--- config.mk ---
export PLATFORM = sky130hd
export DESIGN_NAME = sppl_top
export DESIGN_NICKNAME = d
export VERILOG_FILES = /design/src/sppl_pkg.sv /design/src/sppl_loader.sv /design/src/sppl_lockdet.sv /design/src/sppl_top.sv
export SDC_FILE = /design/constraint.sdc
export NUM_CORES = 1
export LEC_CHECK = 0
export ABC_CLOCK_PERIOD_IN_PS = 4300
export BUFFER_PORTS_ARGS = -buffer_cell sky130_fd_sc_hd__buf_2
export CAP_MARGIN = 5
export CORE_MARGIN = 2
export CORE_UTILIZATION = 55
export CTS_BUF_LIST = sky130_fd_sc_hd__clkbuf_4 sky130_fd_sc_hd__clkbuf_8 sky130_fd_sc_hd__clkbuf_16
export DETAILED_ROUTE_END_ITERATION = 8
export HOLD_SLACK_MARGIN = 0.05
export PLACE_DENSITY_LB_ADDON = 0.2
export SKIP_LAST_GASP = 1
export SLEW_MARGIN = 15
export SYNTH_ARGS = -nofsm -noshare
export SYNTH_HDL_FRONTEND = slang
export SYNTH_SLANG_ARGS = --single-unit
--- constraint.sdc ---
create_clock -name clk -period 4.3 [get_ports clk]
set_input_delay 0 -clock clk [delete_from_list [all_inputs] [get_ports clk]]
set_output_delay 0 -clock clk [all_outputs]
set_load 0.02 [all_outputs]
--- src/sppl_pkg.sv ---
// Shared constants, types and helpers of the system PLL control block
package sppl_pkg;
  localparam int ADDR_W = 8;
  localparam int DATA_W = 32;
  localparam int DIV_W = 10;
  localparam int LVL_W = 8;
  localparam int INT_W = 3;
  localparam int EE_WAIT_DEFAULT = 1024;

  localparam logic [7:0] ADDR_CTRL = 8'h00;
  localparam logic [7:0] ADDR_STATUS = 8'h04;
  localparam logic [7:0] ADDR_INT_STAT = 8'h08;
  localparam logic [7:0] ADDR_INT_MASK = 8'h0C;
  localparam logic [7:0] ADDR_GPIO_SEL = 8'h10;
  localparam logic [7:0] ADDR_FREQ_M_LO = 8'h14;
  localparam logic [7:0] ADDR_FREQ_M_HI = 8'h18;
  localparam logic [7:0] ADDR_FREQ_N = 8'h1C;
  localparam logic [7:0] ADDR_LIMITS = 8'h20;

  localparam int CTRL_DBL_BIT = 0;
  localparam int CTRL_DIV_LSB = 8;
  localparam int CTRL_DIV_MSB = 17;
  localparam int ST_LOCKED = 0;
  localparam int ST_BUSY = 1;
  localparam int ST_CLK_EN = 2;
  localparam int INT_LOL = 0;
  localparam int INT_LOAD = 1;
  localparam int INT_REJECT = 2;
  localparam int LIM_HI_LSB = 8;

  localparam logic [DIV_W-1:0] DIV_MIN = 10'h06C;
  localparam logic [DIV_W-1:0] DIV_MAX = 10'h22C;
  localparam logic [DIV_W-1:0] DIV_RST = 10'h1F4;
  localparam logic [LVL_W-1:0] LIM_BASE = 8'h40;
  localparam logic [LVL_W-1:0] LIM_SPAN = 8'h10;
  localparam logic [LVL_W-1:0] LIM_DBL_OFS = 8'h08;
  localparam logic [47:0] FREQ_M_RST = 48'h0000_017D_7840;
  localparam logic [15:0] FREQ_N_RST = 16'h0001;

  typedef struct packed {
    logic doubler;
    logic [DIV_W-1:0] fb_div;
  } sppl_cfg_s;

  typedef struct packed {
    logic [47:0] num;
    logic [15:0] den;
  } sppl_freq_s;

  typedef enum logic [1:0] {
    LD_START = 2'b00,
    LD_EEPROM = 2'b01,
    LD_DONE = 2'b10,
    LD_IDLE = 2'b11
  } sppl_ld_e;

  localparam sppl_cfg_s CFG_RST = '{doubler: 1'b0, fb_div: DIV_RST};

  function automatic logic sppl_div_ok(input logic [DIV_W-1:0] d);
    return (d >= DIV_MIN) && (d <= DIV_MAX);
  endfunction : sppl_div_ok

  // Window centre moves with the loop's operating point
  function automatic logic [LVL_W-1:0] sppl_centre(input sppl_cfg_s c);
    return LIM_BASE + c.fb_div[DIV_W-1:2] + (c.doubler ? LIM_DBL_OFS : 8'h00);
  endfunction : sppl_centre
endpackage : sppl_pkg

--- src/sppl_loader.sv ---
// Reset-time configuration loader, one-time memory first, then EEPROM
`timescale 1ns/1ps
module sppl_loader
  import sppl_pkg::*;
#(
  parameter int EE_WAIT_CYCLES = EE_WAIT_DEFAULT
) (
  input wire logic clk, // System clock
  input wire logic reset_n, // Synchronous reset, active low
  input wire logic otp_en, // One-time memory source enabled
  input wire logic otp_valid, // One-time memory contents valid
  input wire sppl_cfg_s otp_cfg, // One-time memory settings
  input wire logic ee_en, // EEPROM source enabled
  input wire logic ee_ack, // EEPROM fetch finished
  input wire logic ee_valid, // EEPROM contents valid
  input wire sppl_cfg_s ee_cfg, // EEPROM settings
  output logic ee_req, // EEPROM fetch request
  output logic busy, // Reset sequence running
  output logic load, // Load pulse toward the settings register
  output logic done, // Sequence finished pulse
  output sppl_cfg_s cfg // Settings to load
);
  localparam int CW = $clog2(EE_WAIT_CYCLES + 1);
  if (EE_WAIT_CYCLES < 1) begin : g_bad_wait
    $error("EE_WAIT_CYCLES must be at least one");
  end
  sppl_ld_e state;
  logic [CW-1:0] wait_cnt;

  always_ff @(posedge clk) begin
    if (!reset_n) begin
      state <= LD_START;
      ee_req <= 1'b0;
      busy <= 1'b1;
      load <= 1'b0;
      done <= 1'b0;
      cfg <= CFG_RST;
      wait_cnt <= '0;
    end else begin
      load <= 1'b0;
      done <= 1'b0;
      case (state)
        LD_START: begin
          if (otp_en && otp_valid && sppl_div_ok(otp_cfg.fb_div)) begin
            cfg <= otp_cfg;
            load <= 1'b1;
            state <= LD_DONE;
          end else if (ee_en) begin
            ee_req <= 1'b1;
            state <= LD_EEPROM;
          end else begin
            state <= LD_DONE;
          end
        end
        LD_EEPROM: begin
          wait_cnt <= wait_cnt + 1'b1;
          if (ee_ack || wait_cnt == CW'(EE_WAIT_CYCLES)) begin
            ee_req <= 1'b0;
            state <= LD_DONE;
            if (ee_ack && ee_valid && sppl_div_ok(ee_cfg.fb_div)) begin
              cfg <= ee_cfg;
              load <= 1'b1;
            end
          end
        end
        LD_DONE: begin
          busy <= 1'b0;
          done <= 1'b1;
          state <= LD_IDLE;
        end
        default: state <= LD_IDLE;
      endcase
    end
  end
endmodule : sppl_loader

--- src/sppl_lockdet.sv ---
// Lock detector: synchronises the loop control level, compares with own limits
`timescale 1ns/1ps
module sppl_lockdet
  import sppl_pkg::*;
(
  input wire logic clk, // System clock
  input wire logic reset_n, // Synchronous reset, active low
  input wire logic [LVL_W-1:0] level_in, // Loop control level from the analog side
  input wire sppl_cfg_s cfg, // Active settings
  output logic locked, // Level inside the window
  output logic [LVL_W-1:0] lim_lo, // Lower limit
  output logic [LVL_W-1:0] lim_hi // Upper limit
);
  logic [LVL_W-1:0] s1, s2, s3, lvl;

  always_ff @(posedge clk) begin
    if (!reset_n) begin
      s1 <= '0;
      s2 <= '0;
      s3 <= '0;
      lvl <= '0;
    end else begin
      s1 <= level_in;
      s2 <= s1;
      s3 <= s2;
      // A code caught mid-change is held off until two stages agree
      if (s2 == s3) begin
        lvl <= s3;
      end
    end
  end

  always_ff @(posedge clk) begin
    if (!reset_n) begin
      // Empty window in reset, so no false lock follows its release
      lim_lo <= '1;
      lim_hi <= '0;
      locked <= 1'b0;
    end else begin
      lim_lo <= sppl_centre(cfg) - LIM_SPAN;
      lim_hi <= sppl_centre(cfg) + LIM_SPAN;
      locked <= (lvl >= lim_lo) && (lvl <= lim_hi);
    end
  end
endmodule : sppl_lockdet

--- src/sppl_top.sv ---
// System PLL settings, reset load, lock status and loss-of-lock alarm
////////////////////////////////////////////////////////////////////////////////
// Contract
// - Frequencies held as 48-bit over 16-bit fraction
// - Setting selects direct or doubled crystal reference
// - Feedback divider programmable 108 through 556
// - PLL output is the only internal clock source
// - Reset loads settings from valid enabled source
// - Serial-port reconfiguration accepted after reset sequence
// - Lock limits derived from active settings
// - Loss-of-lock alarm readable, GPIO selectable
////////////////////////////////////////////////////////////////////////////////
`timescale 1ns/1ps
module sppl_top
  import sppl_pkg::*;
#(
  parameter int EE_WAIT_CYCLES = EE_WAIT_DEFAULT
) (
  input wire logic clk, // System clock, 50 MHz
  input wire logic reset_n, // Synchronous reset, active low
  input wire logic [ADDR_W-1:0] reg_addr, // Register byte address
  input wire logic [DATA_W-1:0] reg_wdata, // Register write data
  input wire logic reg_wr, // Write strobe
  input wire logic reg_rd, // Read strobe
  output logic [DATA_W-1:0] reg_rdata, // Read data, cycle after strobe
  input wire logic otp_en, // One-time memory source enabled
  input wire logic otp_valid, // One-time memory contents valid
  input wire sppl_cfg_s otp_cfg, // One-time memory settings
  input wire logic ee_en, // EEPROM source enabled
  input wire logic ee_ack, // EEPROM fetch finished
  input wire logic ee_valid, // EEPROM contents valid
  input wire sppl_cfg_s ee_cfg, // EEPROM settings
  output logic ee_req, // EEPROM fetch request
  input wire logic [LVL_W-1:0] loop_level, // Loop control level
  output sppl_cfg_s pll_cfg, // Settings to the analog loop
  output logic pll_clk_enable, // Release of derived clocks
  output logic pll_locked, // Lock status
  output logic gpio_alarm, // Alarm to the GPIO status pin
  output logic irq // Interrupt, level
);
  sppl_cfg_s cfg;
  sppl_cfg_s ld_cfg;
  sppl_cfg_s wr_cfg;
  sppl_freq_s freq;
  logic [INT_W-1:0] int_stat;
  logic [INT_W-1:0] int_mask;
  logic [INT_W-1:0] next_int_stat;
  logic [INT_W-1:0] events;
  logic gpio_sel;
  logic ld_busy, ld_load, ld_done;
  logic det_locked, locked_prev;
  logic [LVL_W-1:0] lim_lo, lim_hi;
  logic ctrl_wr, ctrl_ok, den_wr, den_bad;

  ////////////////////////////////////////////////////////////////////////////////
  sppl_loader #(
    .EE_WAIT_CYCLES(EE_WAIT_CYCLES)
  ) u_loader (
    .clk(clk),
    .reset_n(reset_n),
    .otp_en(otp_en),
    .otp_valid(otp_valid),
    .otp_cfg(otp_cfg),
    .ee_en(ee_en),
    .ee_ack(ee_ack),
    .ee_valid(ee_valid),
    .ee_cfg(ee_cfg),
    .ee_req(ee_req),
    .busy(ld_busy),
    .load(ld_load),
    .done(ld_done),
    .cfg(ld_cfg)
  );

  sppl_lockdet u_lockdet (
    .clk(clk),
    .reset_n(reset_n),
    .level_in(loop_level),
    .cfg(cfg),
    .locked(det_locked),
    .lim_lo(lim_lo),
    .lim_hi(lim_hi)
  );

  assign pll_locked = det_locked;

  ////////////////////////////////////////////////////////////////////////////////
  assign wr_cfg = '{doubler: reg_wdata[CTRL_DBL_BIT],
                    fb_div: reg_wdata[CTRL_DIV_MSB:CTRL_DIV_LSB]};
  assign ctrl_wr = reg_wr && (reg_addr == ADDR_CTRL);
  // Writes racing the reset load would be overwritten, so they are refused
  assign ctrl_ok = ctrl_wr && !ld_busy && sppl_div_ok(wr_cfg.fb_div);
  assign den_wr = reg_wr && (reg_addr == ADDR_FREQ_N);
  assign den_bad = den_wr && (reg_wdata[15:0] == 16'h0000);

  always_ff @(posedge clk) begin
    if (!reset_n) begin
      cfg <= CFG_RST;
    end else if (ld_load) begin
      cfg <= ld_cfg;
    end else if (ctrl_ok) begin
      cfg <= wr_cfg;
    end
  end

  always_ff @(posedge clk) begin
    if (!reset_n) begin
      pll_cfg <= CFG_RST;
      pll_clk_enable <= 1'b0;
    end else begin
      pll_cfg <= cfg;
      // Derived clocks stay gated until the single source is settled
      pll_clk_enable <= !ld_busy && det_locked;
    end
  end

  always_ff @(posedge clk) begin
    if (!reset_n) begin
      freq <= '{num: FREQ_M_RST, den: FREQ_N_RST};
    end else if (reg_wr) begin
      if (reg_addr == ADDR_FREQ_M_LO) begin
        freq.num[31:0] <= reg_wdata;
      end
      if (reg_addr == ADDR_FREQ_M_HI) begin
        freq.num[47:32] <= reg_wdata[15:0];
      end
      if (den_wr && !den_bad) begin
        freq.den <= reg_wdata[15:0];
      end
    end
  end

  ////////////////////////////////////////////////////////////////////////////////
  always_ff @(posedge clk) begin
    if (!reset_n) begin
      locked_prev <= 1'b0;
    end else begin
      locked_prev <= det_locked;
    end
  end

  always_comb begin
    events = '0;
    events[INT_LOL] = locked_prev && !det_locked;
    events[INT_LOAD] = ld_done;
    events[INT_REJECT] = (ctrl_wr && !ctrl_ok) || den_bad;
    next_int_stat = int_stat;
    if (reg_wr && reg_addr == ADDR_INT_STAT) begin
      next_int_stat = int_stat & ~reg_wdata[INT_W-1:0];
    end
    // A new event beats a clear arriving in the same cycle
    next_int_stat = next_int_stat | events;
  end

  always_ff @(posedge clk) begin
    if (!reset_n) begin
      int_stat <= '0;
      int_mask <= '0;
      gpio_sel <= 1'b0;
    end else begin
      int_stat <= next_int_stat;
      if (reg_wr && reg_addr == ADDR_INT_MASK) begin
        int_mask <= reg_wdata[INT_W-1:0];
      end
      if (reg_wr && reg_addr == ADDR_GPIO_SEL) begin
        gpio_sel <= reg_wdata[0];
      end
    end
  end

  always_ff @(posedge clk) begin
    if (!reset_n) begin
      irq <= 1'b0;
      gpio_alarm <= 1'b0;
    end else begin
      irq <= |(int_stat & int_mask);
      gpio_alarm <= gpio_sel && int_stat[INT_LOL];
    end
  end

  ////////////////////////////////////////////////////////////////////////////////
  always_ff @(posedge clk) begin
    if (!reset_n) begin
      reg_rdata <= '0;
    end else begin
      reg_rdata <= '0;
      if (reg_rd) begin
        case (reg_addr)
          ADDR_CTRL: begin
            reg_rdata[CTRL_DBL_BIT] <= cfg.doubler;
            reg_rdata[CTRL_DIV_MSB:CTRL_DIV_LSB] <= cfg.fb_div;
          end
          ADDR_STATUS: begin
            reg_rdata[ST_LOCKED] <= det_locked;
            reg_rdata[ST_BUSY] <= ld_busy;
            reg_rdata[ST_CLK_EN] <= pll_clk_enable;
          end
          ADDR_INT_STAT: reg_rdata[INT_W-1:0] <= int_stat;
          ADDR_INT_MASK: reg_rdata[INT_W-1:0] <= int_mask;
          ADDR_GPIO_SEL: reg_rdata[0] <= gpio_sel;
          ADDR_FREQ_M_LO: reg_rdata <= freq.num[31:0];
          ADDR_FREQ_M_HI: reg_rdata[15:0] <= freq.num[47:32];
          ADDR_FREQ_N: reg_rdata[15:0] <= freq.den;
          ADDR_LIMITS: begin
            reg_rdata[LVL_W-1:0] <= lim_lo;
            reg_rdata[LIM_HI_LSB+LVL_W-1:LIM_HI_LSB] <= lim_hi;
          end
          default: reg_rdata <= '0;
        endcase
      end
    end
  end
endmodule : sppl_top

==> results of run 1 <==
layout make-up:
cell class | instances | area [µm²]
Fill cell | 1204 | 4520
Sequential cell | 203 | 4060
Multi-Input combinational cell | 644 | 3960
Timing Repair Buffer | 208 | 1440
Clock buffer | 30 | 631
Tap cell | 188 | 235
Clock inverter | 7 | 96.3
Inverter | 24 | 90.1
critical path, stage by stage:
cell,delay (ns)
sky130_fd_sc_hd__dlygate4sd3_1,0.54
sky130_fd_sc_hd__buf_2,0.16
sky130_fd_sc_hd__nor3_1,0.46
sky130_fd_sc_hd__and2_1,0.47
sky130_fd_sc_hd__nand3b_1,0.91
sky130_fd_sc_hd__mux2i_1,0.48
sky130_fd_sc_hd__nor2_1,0.09
kinds of logic after synthesis:
| logic type | count (synthesis) | synth area share [%] |
|---|---|---|
| fa+ha+maj | 22 | 3.28 |
| simple gates | 383 | 22.4 |
| mux | 65 | 7.79 |
| compound gates | 149 | 11.1 |
| flops | 203 | 48.5 |
| buf+inv | 78 | 4.36 |
| xor+xnor | 25 | 2.61 |
registers in the layout, summed over array words and instances, names as in the netlist, 2 cells and up:
| register | flops |
|---|---|
| u_lockdet.lvl | 8 |
| freq | 64 |
| u_lockdet.lim_hi | 7 |
| u_loader.wait_cnt | 11 |
| pll_cfg | 11 |
| u_lockdet.lim_lo | 6 |
| int_mask | 3 |
| u_lockdet.s2 | 8 |
| reg_rdata | 32 |
| u_lockdet.s3 | 8 |
| cfg | 11 |
| u_loader.state | 2 |
| int_stat | 3 |
| u_loader.cfg | 11 |
| u_lockdet.s1 | 8 |
stage by stage:
step	setup slack [ns]	cells	area (µm²)	hold WS, ns	power (µW)
finish	1.53	1304	10500	0.174	4080
global route	1.37	1304	10500	0.196	4210
CTS	1.61	1304	10500	0.136	4110
detailed placement	1.68	1191	9020	0.208	2200
global placement	1.75	1191	9020	0.206	2200
floorplan	2.73	925	8390	0.124	2100
cell usage after synthesis, drive strengths merged, types with 2 or more instances:
| library cell | count |
|---|---|
| xor2 | 19 |
| xnor2 | 6 |
| and3 | 10 |
| nand3 | 24 |
| mux2i | 63 |
| a311oi | 5 |
| ha | 22 |
| o211ai | 2 |
| a21o | 5 |
| a222oi | 6 |
| nor4b | 5 |
| nor2 | 89 |
| nor3 | 24 |
| a32oi | 2 |
| a22oi | 8 |
| nand3b | 3 |
| nand2 | 123 |
| inv | 24 |
| o32ai | 2 |
| dfxtp | 203 |
| a22o | 2 |
| buf | 18 |
| o41ai | 2 |
| o21ai | 35 |
| a21oi | 57 |
| clkbuf | 36 |
| and2 | 58 |
| nand4 | 10 |
| o21a | 4 |
| nand2b | 15 |
| mux2 | 2 |
| a31oi | 6 |
| a221oi | 6 |
| nor2b | 4 |
| nor4 | 11 |
metal layers:
metal | GRT usage, % | part of all wire [%] | vias to the layer above
met3 | 3.73 | 6.5 | 47
li1 | - | - | 3542
met5 | 0 | 0 | -
met1 | 32.8 | 43 | 3274
met2 | 43.8 | 48 | 254
met4 | 8.47 | 2.9 | 0
power groups by stage:
stage	clock, µW	sequential [µW]	combinational, µW
final	1860	1930	284
after global routing	1960	1940	313
after CTS	1900	1930	281
after detailed placement	0	1970	226
after global placement	0	1970	224
after floorplan	0	1970	137
worst max-delay path by stage:
stage	start	end	slack, ns	depth (start not counted)
5_1_grt	reg_addr[5]	freq[3]	1.37	7
2_1_floorplan	u_loader.state[0]	u_loader.cfg[10]	2.73	7
4_1_cts	reg_addr[5]	freq[3]	1.61	7
3_3_place_gp	reg_addr[2]	freq[42]	1.75	7
6_report	reg_addr[5]	freq[3]	1.53	7
3_5_place_dp	reg_addr[2]	freq[45]	1.68	7
timing repair:
action,4_1_cts,5_1_grt
setup buffers,0,0
resized for setup,0,0
endpoints found under the hold margin,125,0
hold buffers,76,0
==> run metrics, run 1 <==
H-tree depth=1; cell taking the most area after synthesis=sky130_fd_sc_hd__dfxtp_1; worst reg-to-reg path cell count=6; final core occ=69.9%; area enclosed by the die boundary=16200 µm²; horizontal extent of the die=127 µm; run status=completed; worst min-delay path category=input pin to flip-flop; R2R Setup Slk=2.08 ns; Max-cap violations=0; CP Max Fanout=16; register area share after synthesis=48.5%; hold violation count in the final report=0; P_int=3190 µW; power share of the combinational group=7.0%; pin count of the biggest net entering global routing=76; average vias per placed instance=5.46; syn nets=1026; final setup skew=0.0106 ns; average routed wire per standard cell=15.9 µm; vertical extent of the die=127 µm; synthesis-to-finish area growth=25.3%; Pins Over Slew Limit=0; share of the clock period used by the worst path after layout=64.5%; Async S/R FF share, synth=0%; Antenna diodes=0; Peak Freq=360 MHz; proportion of layout cells with a drive suffix above 1=16.0%; post-synthesis area per instance=9.07 µm²; Fin Setup TNS=0 ns; total number of vias=7117; time the worst path needs with I/O delays and setup=2.77 ns; cts bufs inserted=21; critical hold path startpoint=reg_addr[1]; total I/O pin count=127; Critical Path Source Type=input pin; top cell type's share of synthesized area=48.5%; setup repair after global routing missed its margin=no; worst rel slew slack=20.6%; clock tree from TritonCTS=built; leading cell types in the layout, fill and taps excluded=203 x sky130_fd_sc_hd__dfxtp_1, 126 x sky130_fd_sc_hd__buf_2, 123 x sky130_fd_sc_hd__nand2_1, 88 x sky130_fd_sc_hd__nor2_1, 76 x sky130_fd_sc_hd__dlygate4sd3_1; #FFs+latches synth=203; starting density of the core=55.8%; peak ir drop on the vdd network=0.291 mV; number of port buffers=126; critical path capture point type=flip-flop; Cell Area, Synth=8390 µm²; proportion of power drawn by flip-flops and latches=47.4%; WS Path Type=input pin to flip-flop; first-pass GRT wire length=33600 µm; cell types occupying the most area after synthesis=sky130_fd_sc_hd__dfxtp_1 48%, sky130_fd_sc_hd__mux2i_1 7.5%, sky130_fd_sc_hd__nand2_1 5.5%; most used flip-flop cell after synthesis=sky130_fd_sc_hd__dfxtp_1; Clock Power Share=45.7%; Req. time, crit path=4.65 ns; Post-Syn Instances=925; net switching share of the total power=21.9%; count of synthesis-stage warnings from yosys=0; RD Place Congestion=0.895; buffer cell driving the clock tree root=sky130_fd_sc_hd__clkbuf_16; number of enable-type register cells in the synthesized netlist=0; clk sinks=203; clock network latency to the later pin of the worst-skew pair=0.49 ns; iteration count of the initial detailed-routing pass=6; sum of net half-perimeters after detailed placement=13800 µm; power density normalized to cell area=388 nW/µm²; Placeable Area=15000 µm²; endpoint of the worst hold path=reg_rdata[1]; total detailed-routing wirelength=20800 µm; number of antenna violations at the first check in global routing=0; Final setup viols=0; total leakage power=0.00469 µW; row count=45; starting DRC count in detailed routing=538; CTS Buffer Depth=3; Worst Tran Pin Value=1.19 ns; net count of the finished layout=1203; sum of overflow across all layers after global routing=0; endpoint of the lowest-slack register-to-register path=u_loader.cfg[3]; net switching power figure=895 µW; number of distinct standard cells referenced by the synthesized netlist=60; most common cell after layout, fill and taps aside=sky130_fd_sc_hd__dfxtp_1; vias in the first global route=6766; worst r2r src=u_loader.state[0]; endpoint arrival time on the critical path=3.12 ns; DRC violations left=0; number of cells on the worst hold path=5; antenna-violating nets left=0; global-route usage over all layers=25.4%; clock-pin slew on the worst setup and hold paths=0.06 ns
No activity file was read; power rests on OpenSTA's default activity.
==> inputs of run 2 (changes only) <==
ABC_CLOCK_PERIOD_IN_PS = 2250   (was 4300)
CORE_UTILIZATION = 51   (was 55)
clock period = 2.25 ns   (was 4.3 ns; I/O delays follow)
==> run metrics, run 2 (synthesis results as in run 1) <==
run status=completed; flip-flop count of the largest register after layout=64 (unchanged); most numerous cell on the critical path=sky130_fd_sc_hd__dlygate4sd3_1; total power draw=7790 µW (+91%); R2R Setup Slk=0.13 ns (-1.95 ns); worst min-delay path category=input pin to flip-flop; power share of the combinational group=7.3% (+0.3 points); proportion of power drawn by flip-flops and latches=47.4% (about the same); time the worst path needs with I/O delays and setup=2.17 ns; iteration count of the initial detailed-routing pass=5 (-1); first-pass GRT wire length=35300 µm (+5.3%); DRC violations left=0 (unchanged); final setup skew=0.00547 ns (-0.00511 ns); net count of the finished layout=1221 (+1.5%); RD Place Congestion=0.908 (+1.4%); register ranked first by flip-flop count=freq; clock-pin slew on the worst setup and hold paths=0.06 ns (about the same); endpoint arrival time on the critical path=2.62 ns (-0.50 ns); leading registers by flop count=freq: 64 flops, reg_rdata: 32 flops; Antenna diodes=0 (unchanged); Worst Tran Pin Value=0.471 ns (-0.717 ns); Pins Over Slew Limit=0 (unchanged); clock network latency to the later pin of the worst-skew pair=0.50 ns (about the same); synthesis-to-finish area growth=28.0%; CP Cell Sequence=dlygate4sd3_1, buf_2, or3b_1, buf_4, nor3_2, a221o_1, nor2_1, o32ai_1, dlygate4sd3_1; vertical extent of the die=132 µm (+3.7%); H-tree depth=1 (unchanged); Post-CTS Setup Inserts=0 (unchanged); share of the clock period used by the worst path after layout=96.4%; cts bufs inserted=22 (+4.8%); number of port buffers=126 (unchanged); average routed wire per standard cell=15.9 µm (about the same); horizontal extent of the die=132 µm (+3.7%); sum of overflow across all layers after global routing=0 (unchanged); met3 layer usage reported by global route=4.04% (+0.31 points); global-route track usage on met1=32.5% (-0.33 points); Clock Power Share=45.3% (-0.4 points); total number of vias=7216 (+1.4%); leading cell types in the layout, fill and taps excluded=203 x sky130_fd_sc_hd__dfxtp_1, 126 x sky130_fd_sc_hd__buf_2, 123 x sky130_fd_sc_hd__nand2_1, 88 x sky130_fd_sc_hd__nor2_1, 75 x sky130_fd_sc_hd__dlygate4sd3_1; fin worst setup slack=0.0812 ns (-1.44 ns); sum of net half-perimeters after detailed placement=14500 µm (+4.9%); GR peak layer=met2; antenna-violating nets left=0 (unchanged); total detailed-routing wirelength=21500 µm (+3.6%); global-route usage over all layers=24.6% (-0.87 points); critical path capture point type=flip-flop; starting density of the core=52.4% (-3.4 points); total leakage power=0.00479 µW (+2.0%); setup repair after global routing missed its margin=yes; Peak Freq=461 MHz; number of antenna violations at the first check in global routing=0 (unchanged); row count=46 (+2.2%); vias in the first global route=6944 (+2.6%); total I/O pin count=127 (unchanged); Placeable Area=16000 µm² (+6.4%); hold violation count in the final report=0 (unchanged); delay of the slowest cell on the worst path=0.58 ns (-0.33 ns); net switching power figure=1770 µW (+98%); clock tree from TritonCTS=built; Max-cap violations=0 (unchanged); WS Path Type=input pin to flip-flop; buffer cell driving the clock tree root=sky130_fd_sc_hd__clkbuf_16; area enclosed by the die boundary=17500 µm² (+7.6%); peak ir drop on the vdd network=0.532 mV (+83%); Req. time, crit path=2.70 ns (-1.95 ns); P_int=6020 µW (+89%); Critical Path Source Type=input pin; average vias per placed instance=5.34 (-2.1%); net switching share of the total power=22.7% (+0.79 points); starting DRC count in detailed routing=413 (-23%); CTS Buffer Depth=3 (unchanged); most common cell after layout, fill and taps aside=sky130_fd_sc_hd__dfxtp_1; pre-CTS setup slack=0.469 ns (-1.21 ns); GR Util met2=41.0% (-2.8 points); clk sinks=203 (unchanged); proportion of layout cells with a drive suffix above 1=18.1% (+2.1 points); power density normalized to cell area=726 nW/µm² (+87%); worst-path cell with the longest stage delay=sky130_fd_sc_hd__dlygate4sd3_1; CP Max Fanout=14 (-2); worst rel slew slack=68.5% (+48 points); pin count of the biggest net entering global routing=70 (-7.9%); Final setup viols=0 (unchanged)
==> run 2: changes by cell type in the layout (fill, tap and decap cells not counted), moves of 2 or more <==
| cell | delta |
|---|---|
| sky130_fd_sc_hd__a221oi_1 | -3 |
| sky130_fd_sc_hd__buf_12 | +2 |
| sky130_fd_sc_hd__a221oi_2 | +3 |
| sky130_fd_sc_hd__clkinv_2 | +5 |
| sky130_fd_sc_hd__buf_4 | +16 |
==> run 2: path summary, 6_finish.rpt <==
check,from,endpoint,cells after the start
max,reg_addr[3],reg_rdata[0],9
min,reg_addr[5],reg_rdata[2],5
max reg2reg,u_loader.state[0],u_loader.cfg[2],6
min reg2reg,u_lockdet.s1[2],u_lockdet.s2[2],1
==> run 2: timing repair <==
item / in CTS / in global routing
endpoints found under the hold margin: 120 / 0
setup endpoints to repair: 0 / 12
gates resized for setup: 0 / 9
hold buffers: 75 / 0
==> run 2: final cells by class <==
class | instances | area, µm²
multi-input combinational | 644 | 3990
tap | 216 | 270
inverter | 24 | 90.1
timing repair buffer | 225 | 1590
fill | 1340 | 5270
clock inverter | 10 | 91.3
sequential | 203 | 4060
clock buffer | 29 | 634
==> run 2: critical path: cells and delay by family <==
family / cells / cell delay, ns
simple gates: 3 / 0.71
compound gates: 2 / 0.41
buf+inv: 4 / 1.49
==> run 2: per-stage QoR <==
stage | util, % | cells | hold slack [ns] | setup TNS [ns] | instance area (µm²)
final | 67.1 | 1351 | 0.101 | 0 | 10700
after global routing | 67.1 | 1351 | 0.114 | -0.0100 | 10700
after CTS | 66.8 | 1351 | 0.0561 | 0 | 10700
after detailed placement | 57.6 | 1237 | 0.209 | 0 | 9220
after global placement | 57.6 | 1237 | 0.208 | 0 | 9220
after floorplan | - | 925 | 0.124 | 0 | 8390
==> run 2: power by group through the flow <==
| stage | sequential (µW) | clock [µW] | combinational [µW] |
|---|---|---|---|
| final | 3690 | 3530 | 565 |
| after global placement | 3770 | 0 | 446 |
| after floorplan | 3760 | 0 | 262 |
| after CTS | 3690 | 3600 | 549 |
| after global routing | 3700 | 3750 | 622 |
| after detailed placement | 3770 | 0 | 448 |
==> run 2: routing by layer <==
metal | vias to the layer above | share of wire [%]
li1 | 3566 | -
met1 | 3367 | 44
met2 | 243 | 47
met3 | 40 | 6.2
met4 | 0 | 2.4
met5 | - | 0
